## src/design/dxt_pkg.sv

```systemverilog
// Constants and types shared by the divide, extract and trap slice
package dxt_pkg;
	// Opcodes handled by the slice
	localparam logic [7:0] OPC_SIGNED_WIDE_DIV = 8'he1;
	localparam logic [7:0] OPC_DIV_LAST_R = 8'h6c;
	localparam logic [7:0] OPC_DIV_LAST_I = 8'h6d;
	localparam logic [7:0] OPC_DIV_REM_R = 8'h6e;
	localparam logic [7:0] OPC_DIV_REM_I = 8'h6f;
	localparam logic [7:0] OPC_DOUBLE_MUL = 8'hf5;
	localparam logic [7:0] OPC_DOUBLE_SUB = 8'hf3;
	localparam logic [7:0] OPC_SW_TRAP = 8'hd7;
	localparam logic [7:0] OPC_BYTE_MERGE_R = 8'h0a;
	localparam logic [7:0] OPC_BYTE_MERGE_I = 8'h0b;
	localparam logic [7:0] OPC_HW_MERGE_R = 8'h7c;
	localparam logic [7:0] OPC_HW_MERGE_I = 8'h7d;
	localparam logic [7:0] OPC_HW_SIGNEXT = 8'h7e;
	localparam logic [7:0] OPC_FUNNEL_R = 8'h7a;
	localparam logic [7:0] OPC_FUNNEL_I = 8'h7b;

	// Highest vector number that user mode may not request
	localparam logic [7:0] SW_TRAP_PROT_LIMIT = 8'h3f;

	// Register byte addresses on the Avalon-MM slave
	localparam logic [4:0] ADDR_ALU_STATUS = 5'h00;
	localparam logic [4:0] ADDR_EXT_REG = 5'h04;
	localparam logic [4:0] ADDR_IND_A = 5'h08;
	localparam logic [4:0] ADDR_IND_B = 5'h0c;
	localparam logic [4:0] ADDR_IND_C = 5'h10;
	localparam logic [4:0] ADDR_CONFIG = 5'h14;
	localparam logic [4:0] ADDR_TRAP_INFO = 5'h18;

	// ALU status field positions, and the byte-order bit of the config register
	localparam int FC_LSB = 0;
	localparam int BP_LSB = 5;
	localparam int DF_BIT = 8;
	localparam int V_BIT = 9;
	localparam int N_BIT = 10;
	localparam int Z_BIT = 11;
	localparam int C_BIT = 12;
	localparam int BO_BIT = 0;

	// Values after reset
	localparam logic [4:0] FC_RST = 5'h00;
	localparam logic [1:0] BP_RST = 2'h0;
	localparam logic [31:0] EXT_RST = 32'h0000_0000;
	localparam logic [7:0] IND_RST = 8'h00;
	localparam logic BO_RST = 1'b1;

	// Bus answer latency in cycles after the request is seen
	localparam int BUS_ACK_CYCLES = 1;

	typedef enum logic [2:0] {
		DXT_IDLE = 3'b001,
		DXT_ACK = 3'b010,
		DXT_DONE = 3'b100
	} dxt_bus_st_t;
endpackage

```

## src/design/dxt_unit.sv

```systemverilog
// Divide final steps, byte and half-word extraction, funnel extract and trap raising
// Behaviour
// - signed wide divide opcode is not computed; it raises its own trap.
// - unsigned wide divide is not computed; it raises its own trap.
// - double multiply opcode raises its own trap, no product.
// - double subtract opcode raises its own trap, no difference.
// - these traps load the three pointers with first, second and target registers.
// - divide last step subtracts when divide flag set, else adds; writes target.
// - new divide flag is not(carry xor flag xor negative); negative takes sign.
// - divide last step shifts extension left, filling with new divide flag.
// - remainder step copies first source if flag set, else writes the sum.
// - immediate bit selects zero-extended 8-bit field as second source.
// - software trap loads pointers a, b with register numbers, traps to vector.
// - software trap may also change pointer c; its value has no meaning.
// - user-mode software trap with vector 0 to 63 gives protection violation.
// - byte merge puts selected first-source byte into second source low byte.
// - half-word merge puts selected half-word into second source low half.
// - half-word sign-extend writes selected half-word sign-extended to 32 bits.
// - funnel extract shifts first over second left by count, returns upper word.
// - funnel count comes from status register; equal sources give rotate.
//
// The implementer's own choices: the register addresses and register access over Avalon-MM.
`timescale 1ns/1ps
`default_nettype none
module dxt_unit #(
	parameter logic [7:0] OPC_UNSIGNED_WIDE_DIV = 8'he0,
	parameter logic [7:0] VEC_SIGNED_WIDE_DIV = 8'h18,
	parameter logic [7:0] VEC_UNSIGNED_WIDE_DIV = 8'h19,
	parameter logic [7:0] VEC_DOUBLE_MUL = 8'h1a,
	parameter logic [7:0] VEC_DOUBLE_SUB = 8'h1b,
	parameter logic [7:0] VEC_PROT_VIOLATION = 8'h05
) (
	input wire logic clk_sys,
	input wire logic rstn,
	// Issue port from the pipeline
	input wire logic issue_valid,
	input wire logic [7:0] issue_opcode,
	input wire logic [7:0] issue_field_c,
	input wire logic [7:0] issue_field_a,
	input wire logic [7:0] issue_field_b,
	input wire logic [31:0] issue_src_a,
	input wire logic [31:0] issue_src_b,
	input wire logic issue_user_mode,
	// Result and trap answers
	output logic result_valid,
	output logic [31:0] result_data,
	output logic [7:0] result_target,
	output logic trap_valid,
	output logic [7:0] trap_vector_number,
	// Avalon-MM slave
	input wire logic [4:0] avs_address,
	input wire logic avs_read,
	input wire logic avs_write,
	input wire logic [31:0] avs_writedata,
	input wire logic [3:0] avs_byteenable,
	output logic [31:0] avs_readdata,
	output logic avs_waitrequest
);
	import dxt_pkg::*;

	// Byte chosen by pointer; with big-endian order pointer zero is the top byte
	function automatic logic [7:0] pick_byte(input logic [31:0] w, input logic [1:0] bp,
		input logic big);
		logic [1:0] idx;
		idx = big ? 2'(2'd3 - bp) : bp;
		pick_byte = w[idx*8 +: 8];
	endfunction

	// Half-word chosen by the upper pointer bit and the byte order
	function automatic logic [15:0] pick_half(input logic [31:0] w, input logic [1:0] bp,
		input logic big);
		logic upper;
		upper = big ? ~bp[1] : bp[1];
		pick_half = upper ? w[31:16] : w[15:0];
	endfunction

	// Byte-enable merge for partial bus writes
	function automatic logic [31:0] merge_be(input logic [31:0] old, input logic [31:0] wd,
		input logic [3:0] be);
		logic [31:0] r;
		r = old;
		for (int i = 0; i < 4; i++) begin
			if (be[i]) begin
				r[i*8 +: 8] = wd[i*8 +: 8];
			end
		end
		merge_be = r;
	endfunction

	// Architectural state
	logic [4:0] fc_ff;
	logic [1:0] bp_ff;
	logic df_ff;
	logic v_ff;
	logic n_ff;
	logic z_ff;
	logic c_ff;
	logic [31:0] ext_ff;
	logic [7:0] ind_a_ff;
	logic [7:0] ind_b_ff;
	logic [7:0] ind_c_ff;
	logic bo_ff;
	logic [7:0] last_trap_ff;
	logic [15:0] trap_count_ff;
	logic res_valid_ff;
	logic [31:0] res_data_ff;
	logic [7:0] res_target_ff;
	logic trap_valid_ff;
	logic [7:0] trap_vec_ff;
	dxt_bus_st_t bus_st_ff;
	logic [31:0] rdata_ff;
	logic wait_ff;

	// Opcode decode
	wire is_sdiv = issue_valid && issue_opcode == OPC_SIGNED_WIDE_DIV;
	wire is_udiv = issue_valid && issue_opcode == OPC_UNSIGNED_WIDE_DIV;
	wire is_double_float_multiply = issue_valid && issue_opcode == OPC_DOUBLE_MUL;
	wire is_double_float_subtract = issue_valid && issue_opcode == OPC_DOUBLE_SUB;
	wire is_divide_last_step = issue_valid && (issue_opcode == OPC_DIV_LAST_R ||
		issue_opcode == OPC_DIV_LAST_I);
	wire is_drem = issue_valid && (issue_opcode == OPC_DIV_REM_R ||
		issue_opcode == OPC_DIV_REM_I);
	wire is_swtrap = issue_valid && issue_opcode == OPC_SW_TRAP;
	wire is_bmerge = issue_valid && (issue_opcode == OPC_BYTE_MERGE_R ||
		issue_opcode == OPC_BYTE_MERGE_I);
	wire is_hmerge = issue_valid && (issue_opcode == OPC_HW_MERGE_R ||
		issue_opcode == OPC_HW_MERGE_I);
	wire is_hsext = issue_valid && issue_opcode == OPC_HW_SIGNEXT;
	wire is_funnel = issue_valid && (issue_opcode == OPC_FUNNEL_R ||
		issue_opcode == OPC_FUNNEL_I);
	wire unimpl_trap = is_sdiv || is_udiv || is_double_float_multiply || is_double_float_subtract;

	// Second source selection
	wire imm_sel = issue_opcode[0];
	wire [31:0] src_b_eff = imm_sel ? {24'h000000, issue_field_b} : issue_src_b;

	// Divide arithmetic
	// Subtraction as addition of the complement, so carry-out comes from one adder
	wire [32:0] add_sum = {1'b0, issue_src_a} + {1'b0, src_b_eff};
	wire [32:0] sub_sum = {1'b0, issue_src_a} + {1'b0, ~src_b_eff} + 33'h000000001;
	wire [32:0] divide_last_step_sum = df_ff ? sub_sum : add_sum;
	wire divide_last_step_df = ~(divide_last_step_sum[32] ^ df_ff ^ n_ff);
	wire divide_last_step_v_add = (issue_src_a[31] == src_b_eff[31]) && (add_sum[31] != issue_src_a[31]);
	wire divide_last_step_v_sub = (issue_src_a[31] != src_b_eff[31]) && (sub_sum[31] != issue_src_a[31]);
	wire divide_last_step_v = df_ff ? divide_last_step_v_sub : divide_last_step_v_add;
	wire [31:0] drem_res = df_ff ? issue_src_a : add_sum[31:0];

	// Extraction
	wire [7:0] sel_byte = pick_byte(issue_src_a, bp_ff, bo_ff);
	wire [15:0] sel_half = pick_half(issue_src_a, bp_ff, bo_ff);
	wire [31:0] bmerge_res = {src_b_eff[31:8], sel_byte};
	wire [31:0] hmerge_res = {src_b_eff[31:16], sel_half};
	wire [31:0] hsext_res = {{16{sel_half[15]}}, sel_half};
	wire [63:0] funnel_wide = {issue_src_a, src_b_eff} << fc_ff;
	wire [31:0] funnel_res = funnel_wide[63:32];

	// Trap vector choice
	// Only the software trap is subject to the user-mode protection check
	wire sw_prot = issue_user_mode && issue_field_c <= SW_TRAP_PROT_LIMIT;
	wire [7:0] sw_vec = sw_prot ? VEC_PROT_VIOLATION : issue_field_c;
	wire [7:0] unimpl_vec = is_sdiv ? VEC_SIGNED_WIDE_DIV :
		is_udiv ? VEC_UNSIGNED_WIDE_DIV :
		is_double_float_multiply ? VEC_DOUBLE_MUL :
		VEC_DOUBLE_SUB;
	wire take_trap = unimpl_trap || is_swtrap;
	wire [7:0] nxt_trap_vec = is_swtrap ? sw_vec : unimpl_vec;

	// Result choice
	wire produce = is_divide_last_step || is_drem || is_bmerge || is_hmerge || is_hsext || is_funnel;
	wire [31:0] nxt_res_data = is_divide_last_step ? divide_last_step_sum[31:0] :
		is_drem ? drem_res :
		is_bmerge ? bmerge_res :
		is_hmerge ? hmerge_res :
		is_hsext ? hsext_res :
		funnel_res;

	// Bus decode
	wire bus_req = avs_read || avs_write;
	wire bus_fire = bus_st_ff == DXT_ACK;
	wire wr_fire = bus_fire && avs_write;
	wire wr_status = wr_fire && avs_address == ADDR_ALU_STATUS;
	wire wr_ext = wr_fire && avs_address == ADDR_EXT_REG;
	wire wr_ind_a = wr_fire && avs_address == ADDR_IND_A && avs_byteenable[0];
	wire wr_ind_b = wr_fire && avs_address == ADDR_IND_B && avs_byteenable[0];
	wire wr_ind_c = wr_fire && avs_address == ADDR_IND_C && avs_byteenable[0];
	wire wr_config = wr_fire && avs_address == ADDR_CONFIG && avs_byteenable[0];
	wire [31:0] status_word = {19'h00000, c_ff, z_ff, n_ff, v_ff, df_ff, 1'b0, bp_ff, fc_ff};
	wire [31:0] status_new = merge_be(status_word, avs_writedata, avs_byteenable);
	wire [31:0] rd_mux = avs_address == ADDR_ALU_STATUS ? status_word :
		avs_address == ADDR_EXT_REG ? ext_ff :
		avs_address == ADDR_IND_A ? {24'h000000, ind_a_ff} :
		avs_address == ADDR_IND_B ? {24'h000000, ind_b_ff} :
		avs_address == ADDR_IND_C ? {24'h000000, ind_c_ff} :
		avs_address == ADDR_CONFIG ? {31'h00000000, bo_ff} :
		avs_address == ADDR_TRAP_INFO ? {8'h00, trap_count_ff, last_trap_ff} :
		32'h0000_0000;

	// Bus handshake: one wait cycle, then waitrequest low for one cycle
	dxt_bus_st_t nxt_bus_st;
	always_comb begin
		case (bus_st_ff)
			DXT_IDLE: nxt_bus_st = bus_req ? DXT_ACK : DXT_IDLE;
			DXT_ACK: nxt_bus_st = DXT_DONE;
			DXT_DONE: nxt_bus_st = DXT_IDLE;
			default: nxt_bus_st = DXT_IDLE;
		endcase
	end

	always_ff @(posedge clk_sys) begin
		if (!rstn) begin
			bus_st_ff <= DXT_IDLE;
			rdata_ff <= 32'h0000_0000;
			wait_ff <= 1'b1;
		end else begin
			bus_st_ff <= nxt_bus_st;
			wait_ff <= nxt_bus_st != DXT_ACK;
			if (bus_st_ff == DXT_IDLE && bus_req) begin
				rdata_ff <= avs_read ? rd_mux : 32'h0000_0000;
			end
		end
	end

	// Status fields; a divide last step or remainder step in the same cycle overrides a bus write
	always_ff @(posedge clk_sys) begin
		if (!rstn) begin
			fc_ff <= FC_RST;
			bp_ff <= BP_RST;
			df_ff <= 1'b0;
			v_ff <= 1'b0;
			n_ff <= 1'b0;
			z_ff <= 1'b0;
			c_ff <= 1'b0;
		end else if (is_divide_last_step) begin
			df_ff <= divide_last_step_df;
			n_ff <= divide_last_step_sum[31];
			z_ff <= divide_last_step_sum[31:0] == 32'h0000_0000;
			c_ff <= divide_last_step_sum[32];
			v_ff <= divide_last_step_v;
		end else if (is_drem) begin
			n_ff <= drem_res[31];
			z_ff <= drem_res == 32'h0000_0000;
			c_ff <= df_ff ? c_ff : add_sum[32];
			v_ff <= df_ff ? v_ff : divide_last_step_v_add;
		end else if (wr_status) begin
			fc_ff <= status_new[FC_LSB +: 5];
			bp_ff <= status_new[BP_LSB +: 2];
			df_ff <= status_new[DF_BIT];
			v_ff <= status_new[V_BIT];
			n_ff <= status_new[N_BIT];
			z_ff <= status_new[Z_BIT];
			c_ff <= status_new[C_BIT];
		end
	end

	// Extension register
	always_ff @(posedge clk_sys) begin
		if (!rstn) begin
			ext_ff <= EXT_RST;
		end else if (is_divide_last_step) begin
			ext_ff <= {ext_ff[30:0], divide_last_step_df};
		end else if (wr_ext) begin
			ext_ff <= merge_be(ext_ff, avs_writedata, avs_byteenable);
		end
	end

	// Indirect pointers
	always_ff @(posedge clk_sys) begin
		if (!rstn) begin
			ind_a_ff <= IND_RST;
			ind_b_ff <= IND_RST;
			ind_c_ff <= IND_RST;
		end else if (unimpl_trap || is_swtrap) begin
			ind_a_ff <= issue_field_a;
			ind_b_ff <= issue_field_b;
			ind_c_ff <= issue_field_c;
		end else begin
			// Bus writes land only when no trap loads the pointers
			if (wr_ind_a) begin
				ind_a_ff <= avs_writedata[7:0];
			end
			if (wr_ind_b) begin
				ind_b_ff <= avs_writedata[7:0];
			end
			if (wr_ind_c) begin
				ind_c_ff <= avs_writedata[7:0];
			end
		end
	end

	// Configuration and trap bookkeeping
	always_ff @(posedge clk_sys) begin
		if (!rstn) begin
			bo_ff <= BO_RST;
			last_trap_ff <= 8'h00;
			trap_count_ff <= 16'h0000;
		end else begin
			if (wr_config) begin
				bo_ff <= avs_writedata[BO_BIT];
			end
			// Count wraps; it only tells software how many traps were taken
			if (take_trap) begin
				last_trap_ff <= nxt_trap_vec;
				trap_count_ff <= 16'(trap_count_ff + 16'h0001);
			end
		end
	end

	// Answers to the pipeline
	always_ff @(posedge clk_sys) begin
		if (!rstn) begin
			res_valid_ff <= 1'b0;
			res_data_ff <= 32'h0000_0000;
			res_target_ff <= 8'h00;
			trap_valid_ff <= 1'b0;
			trap_vec_ff <= 8'h00;
		end else begin
			res_valid_ff <= produce;
			if (produce) begin
				res_data_ff <= nxt_res_data;
				res_target_ff <= issue_field_c;
			end
			// Opcode sets are disjoint, so result and trap never pulse together
			trap_valid_ff <= take_trap;
			if (take_trap) begin
				trap_vec_ff <= nxt_trap_vec;
			end
		end
	end

	// Every output comes straight from its flip-flop
	assign result_valid = res_valid_ff;
	assign result_data = res_data_ff;
	assign result_target = res_target_ff;
	assign trap_valid = trap_valid_ff;
	assign trap_vector_number = trap_vec_ff;
	assign avs_readdata = rdata_ff;
	assign avs_waitrequest = wait_ff;
endmodule
`default_nettype wire

```

## config.mk

```make
export PLATFORM = sky130hd
export DESIGN_NAME = dxt_unit
export DESIGN_NICKNAME = d
export VERILOG_FILES = /design/src/design/dxt_pkg.sv /design/src/design/dxt_unit.sv
export SDC_FILE = /design/constraint.sdc
export NUM_CORES = 1
export LEC_CHECK = 0
export CAP_MARGIN = 20
export CORE_AREA = 2 2 194 196
export DETAILED_ROUTE_END_ITERATION = 16
export DIE_AREA = 0 0 196 198
export DONT_BUFFER_PORTS = 1
export RECOVER_POWER = 100
export SLEW_MARGIN = 10
export SYNTH_ARGS = -nofsm -noshare
export SYNTH_HDL_FRONTEND = slang
export SYNTH_SLANG_ARGS = --single-unit
```

## constraint.sdc

```tcl
create_clock -name clk_sys -period 7.9 [get_ports clk_sys]
set_input_delay 1.58 -clock clk_sys [delete_from_list [all_inputs] [get_ports clk_sys]]
set_output_delay 1.58 -clock clk_sys [all_outputs]
set_load 0.02 [all_outputs]
```

=== Yosys cells after proc, flatten, opt, wreduce, memory -nomap -nowiden ===
Index checks and enable logic that the tools add are counted.
W data, S select, Z words.

* Flip-flop bits (word level): 171
* Bits of input ports: 143
* Word-level logic and storage cells: 190

* $add $sub $neg: 5
* Order comparisons: 1
* Equality and inequality tests: 31
* Shifts and indexed selects: 2
* Mux-type cells: 57
* Bitwise operators: 7
* Reduce and logical (&&, ||, !) cells: 63

{| class="wikitable"
|+ Operators by type and width
! cell !! number
|-
| $mux W32 || 12
|-
| $mux W24 || 5
|-
| $mux W8 || 12
|-
| $eq A8 B7 Y1 const B || 9
|-
| $add A32 B32 Y33 || 2
|-
| $logic_not A32 Y1 || 2
|-
| $shl A64 B5 Y64 || 1
|-
| $eq A8 B8 Y1 const B || 5
|-
| $add A33 B1 Y33 const B || 1
|-
| $mux W33 || 1
|-
| $not A32 Y32 || 1
|-
| $shiftx A32 B6 Y8 || 1
|-
| $logic_and A1 B1 Y1 || 26
|-
| $mux W1 || 20
|-
| $reduce_bool A2 Y1 || 9
|-
| $add A16 B1 Y16 const B || 1
|-
| $eq A8 B4 Y1 const B || 2
|-
| $mux W16 || 1
|-
| $eq A5 B5 Y1 const B || 3
|-
| $logic_or A1 B1 Y1 || 15
|-
| $eq A5 B4 Y1 const B || 2
|-
| $reduce_and A2 Y1 || 5
|-
| $le A8 B6 Y1 const B || 1
|-
| $mux W2 || 4
|-
| 17 further kinds || 25
|}

=== Logic depth before layout (Yosys ltp) ===
Gate-level depths: netlist of run 1.

* Word-level depth: 9
* Depth in mapped cells: 21
* Gate-level depth less buffers: 16

=== Worst setup path after synthesis of run 1 ===
Ideal clock, no wire load.

* Path kind: input-to-reg
* From: input issue_opcode[0]
* To: register z_ff
* Data arrival time: 6.120 ns
* Required time: 7.837 ns
* Setup slack: 1.717 ns
* Cell stages on the path: 20
* Buffers on the path: 5
* Path through: clkbuf_1 -> buf_1 -> clkbuf_1 -> clkbuf_1 -> clkbuf_1 -> mux2_2 -> ha_1 -> fa_1 -> nand2b_1 -> a211oi_1 -> o21a_1 -> a21oi_1 -> o31ai_1 -> a31oi_1 -> a21oi_1 -> nor2_1 -> or4_1 -> nor4_1 -> nand4_1 -> nand3_1

* Word-level cells in the longest chain between the ends: 7
* Elaborated cells between the ends (all ways): 22

{| class="wikitable"
|+ RTL lines
! item !! RTL line !! RTL
|-
| start: declaration || dxt_unit.sv:37 || <nowiki>input wire logic [7:0] issue_opcode,</nowiki>
|-
| $mux W32 || dxt_unit.sv:135 || <nowiki>wire [31:0] src_b_eff = imm_sel ? {24'h000000, issue_field_b} : issue_src_b;</nowiki>
|-
| $not A32 Y32 || dxt_unit.sv:140 || <nowiki>wire [32:0] sub_sum = {1'b0, issue_src_a} + {1'b0, ~src_b_eff} + 33'h000000001;</nowiki>
|-
| $add A32 B32 Y33 || dxt_unit.sv:140 ||
|-
| $add A33 B1 Y33 || dxt_unit.sv:140 ||
|-
| $mux W33 || dxt_unit.sv:141 || <nowiki>wire [32:0] divide_last_step_sum = df_ff ? sub_sum : add_sum;</nowiki>
|-
| $logic_not A32 Y1 || dxt_unit.sv:236 || <nowiki>z_ff <= divide_last_step_sum[31:0] == 32'h0000_0000;</nowiki>
|-
| $mux W1 || dxt_unit.sv:233 || <nowiki>end else if (is_divide_last_step) begin</nowiki>
|-
| end signal: assignment || dxt_unit.sv:250 || <nowiki>z_ff <= status_new[Z_BIT];</nowiki>
|-
| end: declaration || dxt_unit.sv:96 || <nowiki>logic z_ff;</nowiki>
|}

Parallel ways exist; a longest one is shown, timed or not.
A chain may end at the register's enable or synchronous reset.

=== Worst setup path in the final report of run 1 ===
* From: input issue_opcode[0]
* To: register ext_ff[0]

* Word-level cells in the longest chain between the ends: 9
* Elaborated cells between the ends (all ways): 17

{| class="wikitable"
|+ RTL lines
! item !! RTL line !! RTL
|-
| $mux W32 || dxt_unit.sv:135 ||
|-
| $not A32 Y32 || dxt_unit.sv:140 ||
|-
| $add A32 B32 Y33 || dxt_unit.sv:140 ||
|-
| $add A33 B1 Y33 || dxt_unit.sv:140 ||
|-
| $mux W33 || dxt_unit.sv:141 ||
|-
| $xor A1 B1 Y1 (2 in a row) || dxt_unit.sv:142 || <nowiki>wire divide_last_step_df = ~(divide_last_step_sum[32] ^ df_ff ^ n_ff);</nowiki>
|-
| $not A1 Y1 || dxt_unit.sv:142 ||
|-
| $mux W32 || dxt_unit.sv:259 || <nowiki>end else if (is_divide_last_step) begin</nowiki>
|-
| end signal: assignment || dxt_unit.sv:260 || <nowiki>ext_ff <= {ext_ff[30:0], divide_last_step_df};</nowiki>
|-
| end signal: assignment || dxt_unit.sv:262 || <nowiki>ext_ff <= merge_be(ext_ff, avs_writedata, avs_byteenable);</nowiki>
|-
| end: declaration || dxt_unit.sv:98 || <nowiki>logic [31:0] ext_ff;</nowiki>
|}

Parallel ways exist; a longest one is shown, timed or not.

==> results.sh, run 1 <==
export IMPL_status="finished with violations"
export IMPL_violations="max-capacitance violations, max-slew violations"
export IMPL_worst_hold_path_type="flop to flop"
export IMPL_peakVddDrop_v=0.000150
export IMPL_synth_nets=2445
export IMPL_syn_area_sq_um=16400
export IMPL_cts_sinks=171
export IMPL_die_area_sq_um=38800
export IMPL_ys_ff_latch=171
export IMPL_cts_buffer_depth=2
export IMPL_antenna_found_initial=2
export IMPL_routed_wl_um=72500
export IMPL_layout_common_cells="nor2_1 (298), nand2_1 (276), a21oi_1 (188)"
export IMPL_combPwrFrac=0.276
export IMPL_yosys_area_share_adder=0.0560
export IMPL_routed_wl_met2_um=32900
export IMPL_min_period_ns=6.32
export IMPL_fmax_mhz=158
export IMPL_leakage_nw=6.37
export IMPL_syn_area_per_cell_sq_um=7.33
export IMPL_grt_max_degree=92
export IMPL_crit_chain="mux2_1, ha_1, inv_1, fa_1, nor2_1, o311ai_0, a21oi_1, o211a_1, nor3_1, o31ai_1, a41oi_1, o21ai_0, a21oi_1, xnor2_1, o221a_2, nor2_1"
export IMPL_clockPowerShare=0.352
export IMPL_synth_top_family_by_area="compound AO/OA/AOI/OAI gates"
export IMPL_postCtsSetupBuffers=0
export IMPL_cts_root_buf="clkbuf_16"
export IMPL_seq_power_share=0.372
export IMPL_finClkSkew_ns=0.0180
export IMPL_drt_met1_wl_um=30200
export IMPL_synth_area_leaders="dfxtp_1 (21%), mux2i_1 (7.5%), nor2_1 (6.9%), nand2_1 (6.3%), a21oi_1 (5.8%)"
export IMPL_clk_pin_slew_worst_paths_ns=0.08
export IMPL_rsz0062_at_grt="false"
export IMPL_final_common_cell="nor2_1"
export IMPL_synthFlopType="dfxtp_1"
export IMPL_ant_nets=0
export IMPL_rows=71
export IMPL_track_usage=0.367
export IMPL_routabilityCongestion=1.01
export IMPL_min_period_over_period=0.800
export IMPL_worst_path_max_delay_cell="o311ai_0"
export IMPL_switchingPower_mw=0.854
export IMPL_synth_compound_area_frac=0.257
export IMPL_power_density_nw_per_um2=139
export IMPL_vias=17055
export IMPL_setup_violations=0
export IMPL_die_h_um=198
export IMPL_area_delta_synth_final_pct=4.31
export IMPL_fin_nets=2320
export IMPL_critPathMaxFanout=60
export IMPL_numCtsBuffers=17
export IMPL_end_kind="flop"
export IMPL_cts_resized_gates=0
export IMPL_slew_headroom=-1.17
export IMPL_viasPerCell=6.57
export IMPL_ys_seq_area_frac=0.209
export IMPL_core_sq_um=37000
export IMPL_drt_pre_antenna_iters=8
export IMPL_synth_area_mux_share=0.145
export IMPL_drv_cap=3
export IMPL_synth_top_area_share=0.209
export IMPL_finalHoldViolCount=0
export IMPL_p_int_mw=1.52
export IMPL_cp_num_buf_inv=1
export IMPL_power_mw=2.37
export IMPL_cpLargestDelayFamily="compound AO/OA/AOI/OAI gates"
export IMPL_place_area_sq_um=16500
export IMPL_fin_setup_tns_ns=0
export IMPL_drt_iter0_drc=1612
export IMPL_tightest_slew_ns=3.23
export IMPL_clk_insertion_delay_late_ns=0.45
export IMPL_fin_area_sq_um=17100
export IMPL_async_reset_ff_frac=0
export IMPL_wl_per_cell_um=27.9
export IMPL_synth_simple_area_share=0.230
export IMPL_finalWorstSetupSlack_ns=1.58
export IMPL_worst_setup_path_type="input pin to flop"
export IMPL_slowest_delay_ns=0.90
export IMPL_fp_dieW_um=196
export IMPL_synth_distinct_cells=88
export IMPL_drc=0
export IMPL_drive_above_1_share=0.0737
export IMPL_synth_cells=2230
export IMPL_hpwl_um=56200
export IMPL_start_kind="input pin"
export IMPL_io_buffers=0
export IMPL_ys_warn_count=0
export IMPL_dp_slack_ns=2.04
export IMPL_hold_buffers=0
export IMPL_worst_ep_required_time_ns=8.12
export IMPL_routed_top_layer="met4"
export IMPL_io_pins=226
export IMPL_ff2ff_setup_slack_ns=3.78
export IMPL_grt_pass1_wl_um=106000
export IMPL_start_util=0.443
export IMPL_final_max_slew_viol_count=190
export IMPL_yosysTopAreaCell="dfxtp_1"
export IMPL_grt_pass1_vias=15966
export IMPL_power_share_switching=0.360
export IMPL_holdWs_ns=0.490
export IMPL_htreeDepth=4
export IMPL_cts_tree="done"
export IMPL_grt_ovfl_total=0
export IMPL_dr_wl_met3_um=5950
export IMPL_yosys_area_share_xor_xnor=0.0418
export IMPL_synth_edff_count=0
export IMPL_arrival_ns=6.54
-- worst register-to-register path, stage by stage (launching register included) --
cell and delay, ns:
dfxtp_4 0.49, buf_4 0.70, mux4_2 0.69, mux2i_1 0.31, mux2_2 0.23, nor2_1 0.04, a211oi_1 0.39, a211oi_1 0.11
a211oi_1 0.51, a211oi_1 0.20, a21oi_1 0.18, nor2_1 0.05
-- state kept, by name, summed over array words and instances, names as in the netlist --
register	flops
trap_count_ff	16
result_target	8
bus_st_ff	3
v_ff	1
z_ff	1
df_ff	1
fc_ff	5
result_valid	1
trap_valid	1
bo_ff	1
bp_ff	2
ind_a_ff	8
ext_ff	32
avs_waitrequest	1
c_ff	1
avs_readdata	32
ind_c_ff	8
result_data	32
n_ff	1
ind_b_ff	8
trap_vector_number	8
-- path summary, 6_finish.rpt --
kind,end,from,cells past startpoint
max,ext_ff[0],issue_opcode[0],16
min reg2reg,ext_ff[22],ext_ff[21],2
min,ext_ff[22],ext_ff[21],2
max reg2reg,result_data[13],fc_ff[0],11
-- kinds of logic after synthesis --
logic type	Yosys count
DFF	171
and+or+nand+nor	833
adders and majority gates	72
buffers and inverters	249
xor gates and xnor gates	78
AOI/OAI and AO/OA	643
muxes	184
-- final cells by class --
class	instances	area (sq um)
Sequential cell	171	3430
Fill cell	3771	19900
Clock buffer	17	425
Antenna cell	3	7.51
Timing Repair Buffer	30	214
Multi-Input combinational cell	1810	12000
Inverter	75	283
Tap cell	474	593
Clock inverter	15	150
-- metrics by stage --
stage                     utilization  cells
after detailed placement        0.446   2559
after CTS                       0.462   2591
after floorplan                     -   2230
after global routing            0.461   2592
after global placement          0.446   2559
final                           0.462   2595
-- power by group through the flow --
stage	clock network [mW]	registers, mW	logic (mW)
CTS	0.847	0.881	0.642
global route	0.887	0.882	0.703
detailed placement	0	0.901	0.639
floorplan	0	0.899	0.471
finish	0.836	0.881	0.655
global placement	0	0.901	0.645
-- layer usage --
layer | vias to the layer above | global-route usage
met4 | 0 | 0.165
met3 | 130 | 0.0586
met2 | 832 | 0.597
met1 | 8266 | 0.479
met5 | - | 0
li1 | 7827 | -
-- Yosys cell counts, types with 5 or more instances --
cell      number
nor2_1       300
nand2_1      276
a21oi_1      188
dfxtp_1      171
clkbuf_1     132
mux2i_1      123
o21ai_0      109
a211oi_1      81
ha_1          70
inv_1         69
xnor2_1       60
nand2b_1      50
nand3_1       47
mux4_2        40
a311oi_1      38
o211ai_1      37
nor3_1        35
a22oi_1       33
nor2b_1       23
mux2_2        21
buf_1         19
o31ai_1       19
a31oi_1       18
xor2_1        18
buf_2         17
a21o_1        16
and2_1        15
a221oi_1      13
and3_1        12
nor4_1        12
or3_1         12
a211o_1       10
o21a_1        10
nand4_1        8
nor3b_1        8
o21ai_1        8
or2_2          7
o21bai_1       6
o221ai_1       6
a222oi_1       5
or4_1          5
Power figures use the tool's default switching activity.
==> run 2, diff against run 1 <==
Clock period 7.9 ns to 5.65 ns, I/O delays scaled along.
==> results.sh, run 2 (same netlist as run 1, synthesis figures left out) <==
export IMPL_status="finished with violations"
export IMPL_rows=71
export IMPL_worst_ep_required_time_ns=6.05
export IMPL_cts_tree="done"
export IMPL_final_common_cell="nor2_1"
export IMPL_power_density_nw_per_um2=199
export IMPL_cts_resized_gates=0
export IMPL_end_kind="flop"
export IMPL_worst_setup_path_type="input pin to flop"
export IMPL_grt_ovfl_total=0
export IMPL_layout_common_cells="nor2_1 (299), nand2_1 (276), a21oi_1 (188)"
export IMPL_cts_root_buf="clkbuf_16"
export IMPL_r2r_cells=11
export IMPL_vias=17175
export IMPL_wl_per_cell_um=28.7
export IMPL_setup_violations=0
export IMPL_routed_wl_um=74900
export IMPL_io_pins=226
export IMPL_antenna_found_initial=4
export IMPL_routabilityCongestion=1.02
export IMPL_stdcell_count=2609
export IMPL_clk_insertion_delay_late_ns=0.46
export IMPL_peakVddDrop_v=0.000200
export IMPL_postCtsSetupBuffers=0
export IMPL_fin_nets=2336
export IMPL_tightest_slew_ns=3.31
export IMPL_rsz0062_at_grt="false"
export IMPL_drv_cap=1
export IMPL_numCtsBuffers=17
export IMPL_violations="max-capacitance violations, max-slew violations"
export IMPL_min_period_over_period=0.927
export IMPL_hold_buffers=0
export IMPL_grt_max_degree=77
export IMPL_drt_iter0_drc=1887
export IMPL_core_sq_um=37000
export IMPL_critPathMaxFanout=60
export IMPL_start_util=0.443
export IMPL_fmax_mhz=191
export IMPL_die_h_um=198
export IMPL_cts_buffer_depth=2
export IMPL_drive_above_1_share=0.0783
export IMPL_min_period_ns=5.23
export IMPL_slew_headroom=-1.21
export IMPL_die_area_sq_um=38800
export IMPL_fin_setup_tns_ns=0
export IMPL_clk_pin_slew_worst_paths_ns=0.09
export IMPL_leakage_nw=6.45
export IMPL_area_delta_synth_final_pct=5.18
export IMPL_finClkSkew_ns=0.0225
export IMPL_start_kind="input pin"
export IMPL_drt_pre_antenna_iters=7
export IMPL_track_usage=0.381
export IMPL_cts_sinks=171
export IMPL_final_max_slew_viol_count=71
export IMPL_finalHoldViolCount=0
export IMPL_worst_hold_path_type="flop to flop"
export IMPL_viasPerCell=6.58
export IMPL_grt_pass1_vias=16335
export IMPL_dp_cells=2576
export IMPL_ant_nets=0
export IMPL_drc=0
export IMPL_hpwl_um=57800
export IMPL_min_path_cells=2
export IMPL_fp_dieW_um=196
export IMPL_io_buffers=0
export IMPL_grt_pass1_wl_um=110000
export IMPL_htreeDepth=4
export IMPL_arrival_ns=5.63
run 2: changes by cell type in the layout (fill, tap and decap cells not counted), sizes merged:
cell	delta
buf	+13
clkbuf	+3
diode	-2
bufinv	+1
clkinv	+1
clkinvlp	-1
inv	-1
run 2: layout make-up:
type	instances	area, sq um
Tap cell	474	593
Timing Repair Buffer	46	323
Sequential cell	171	3430
Antenna cell	1	2.50
Clock inverter	15	193
Clock buffer	17	425
Multi-Input combinational cell	1810	11900
Inverter	75	282
Fill cell	3819	19800
run 2: path summary, 6_finish.rpt:
kind,to,slack (ns),from
worst min-delay path,ext_ff[5],0.48,ext_ff[4]
worst max-delay path,z_ff,0.42,issue_opcode[0]
worst max register to register,result_data[13],1.54,fc_ff[0]
worst min register to register,ext_ff[5],0.48,ext_ff[4]
run 2: critical path, cell delays in order:
cell and delay, ns:
mux2i_1 0.53, ha_1 0.40, a21oi_1 0.27, nor2_1 0.07
o21ai_0 0.60, nand2_1 0.32, a22oi_1 0.49, o211a_1 0.29
o311ai_0 0.18, and4_4 0.29, or4_1 0.51, nor4_1 0.27
nand4_1 0.14, nand3_1 0.10
run 2: metrics by stage:
| step | utilization | area, sq um | total power, mW | setup WS (ns) | hold slack [ns] |
|---|---|---|---|---|---|
| after CTS | 0.467 | 17200 | 3.41 | 0.699 | 0.483 |
| after detailed placement | 0.450 | 16600 | 2.18 | 0.251 | 0.487 |
| after global placement | 0.450 | 16600 | 2.19 | 0.257 | 0.475 |
| final | 0.465 | 17200 | 3.41 | 0.415 | 0.480 |
| after global routing | 0.465 | 17200 | 3.54 | 0.170 | 0.512 |
| after floorplan | - | 16400 | 1.92 | 0.0125 | 0.455 |
run 2: power breakdown:
| group | internal [mW] | switching [mW] | total (mW) |
|---|---|---|---|
| logic | 0.322 | 0.619 | 0.942 |
| clock network | 0.641 | 0.600 | 1.24 |
| registers | 1.21 | 0.0178 | 1.23 |
| total | 2.18 | 1.24 | 3.41 |
run 2: routing by layer:
metal / share of wire / global-route usage / routed length, um
met1: 0.41 / 0.487 / 30700
met4: 0.055 / 0.198 / 4150
met5: 0.00057 / 0 / 43
met3: 0.090 / 0.0819 / 6780
met2: 0.44 / 0.603 / 33200
==> run 3, diff against run 2 <==
Settings changed: SETUP_SLACK_MARGIN set to 0.5.
==> results.sh, run 3 (same netlist as run 1, synthesis figures left out) <==
export IMPL_status="finished with violations"
export IMPL_violations="max-capacitance violations, max-slew violations"
export IMPL_drc=0
export IMPL_routabilityCongestion=1.05
export IMPL_start_kind="input pin"
export IMPL_viasPerCell=6.59
export IMPL_layout_common_cells="nor2_1 (298), nand2_1 (276), a21oi_1 (187)"
export IMPL_rsz0062_at_grt="false"
export IMPL_grt_pass1_wl_um=108000
export IMPL_drive_above_1_share=0.0851
export IMPL_grt_ovfl_total=0
export IMPL_fin_nets=2341
export IMPL_end_kind="flop"
export IMPL_tightest_slew_ns=3.29
export IMPL_htreeDepth=4
export IMPL_ant_nets=0
export IMPL_peakVddDrop_v=0.000222
export IMPL_fp_dieW_um=196
export IMPL_power_density_nw_per_um2=193
export IMPL_die_area_sq_um=38800
export IMPL_clk_insertion_delay_late_ns=0.45
export IMPL_worst_hold_path_type="flop to flop"
export IMPL_finalHoldViolCount=0
export IMPL_core_sq_um=37000
export IMPL_numCtsBuffers=17
export IMPL_stdcell_count=2614
export IMPL_leakage_nw=6.46
export IMPL_area_delta_synth_final_pct=5.49
export IMPL_die_h_um=198
export IMPL_holdWs_ns=0.492
export IMPL_wl_per_cell_um=28.2
export IMPL_dp_cells=2581
export IMPL_cts_sinks=171
export IMPL_worst_setup_path_type="input pin to flop"
export IMPL_io_buffers=0
export IMPL_arrival_ns=5.33
export IMPL_grt_max_degree=93
export IMPL_io_pins=226
export IMPL_min_period_ns=5.08
export IMPL_final_common_cell="nor2_1"
export IMPL_setup_violations=0
export IMPL_postCtsSetupBuffers=0
export IMPL_final_max_slew_viol_count=93
export IMPL_fmax_mhz=197
export IMPL_utilization=0.467
export IMPL_cts_buffer_depth=2
export IMPL_finalWorstSetupSlack_ns=0.568
export IMPL_drt_pre_antenna_iters=6
export IMPL_rows=71
export IMPL_hpwl_um=56900
export IMPL_drt_iter0_drc=1867
export IMPL_start_util=0.443
export IMPL_cts_tree="done"
export IMPL_vias=17237
export IMPL_min_period_over_period=0.899
export IMPL_routed_wl_um=73700
export IMPL_slew_headroom=-1.21
export IMPL_grt_pass1_vias=16211
export IMPL_finClkSkew_ns=0.0213
export IMPL_clk_pin_slew_worst_paths_ns=0.08
export IMPL_track_usage=0.373
export IMPL_critPathMaxFanout=60
export IMPL_cts_root_buf="clkbuf_16"
export IMPL_fin_setup_tns_ns=0
export IMPL_dp_slack_ns=0.195
export IMPL_drv_cap=1
export IMPL_antenna_found_initial=2
export IMPL_worst_ep_required_time_ns=5.90
[run 3: cell count changes in the layout (fill, tap and decap cells not counted), moves of 2 or more]
cell	change
buf_4	+8
clkbuf_1	-2
clkinv_8	-2
clkinvlp_4	+2
[run 3: worst paths after layout]
| path | slack (ns) | cells after the start | to | start |
|---|---|---|---|---|
| worst max-delay path | 0.57 | 16 | ext_ff[0] | issue_opcode[0] |
| worst min-delay path | 0.49 | 2 | ext_ff[22] | ext_ff[21] |
| worst max register to register | 1.12 | 10 | result_data[17] | fc_ff[0] |
| worst min register to register | 0.49 | 2 | ext_ff[22] | ext_ff[21] |
[run 3: per-stage QoR]
| stage | total power [mW] | area (sq um) |
|---|---|---|
| after floorplan | 1.92 | 16400 |
| after global routing | 3.46 | 17200 |
| after CTS | 3.32 | 17300 |
| final | 3.33 | 17300 |
| after detailed placement | 2.16 | 16700 |
| after global placement | 2.18 | 16700 |
[run 3: final cells by class]
type                       count  area (sq um)
antenna                        1          2.50
sequential                   171          3430
timing repair buffer          51           368
fill                        3817         19700
multi-input combinational   1810         12000
inverter                      75           283
clock buffer                  17           425
tap                          474           593
clock inverter                15           149
[run 3: report_power, final]
part,total [mW],leakage (nW),switching [mW],internal [mW]
Sequential,1.23,1.38,0.0176,1.21
Clock,1.16,0.270,0.576,0.586
Combinational,0.932,4.81,0.605,0.328
[run 3: critical path, stage by stage]
cell and delay, ns:
mux2_1 0.37, ha_1 0.22, inv_1 0.08, fa_1 0.21, nor2_1 0.09, o311ai_2 0.61, a21oi_4 0.20, o211a_1 0.25
nor3_1 0.59, o31ai_1 0.23, a41oi_1 0.47, o21ai_0 0.13, a21oi_1 0.21, xnor2_1 0.22, o221a_2 0.25, nor2_1 0.03
[run 3: what timing repair did]
action | 4_1_cts | 5_1_grt
hold buffers | 0 | 0
setup endpoints to repair | 0 | 1
resized for setup | 0 | 3
[run 3: routing by layer]
metal  up-vias  GRT usage  wire (um)
li1       7859          -          -
met1      8285      0.484      30600
met2       944      0.600      32800
met3       149     0.0647       6320
met4         0      0.185       3880
met5         -          0          0
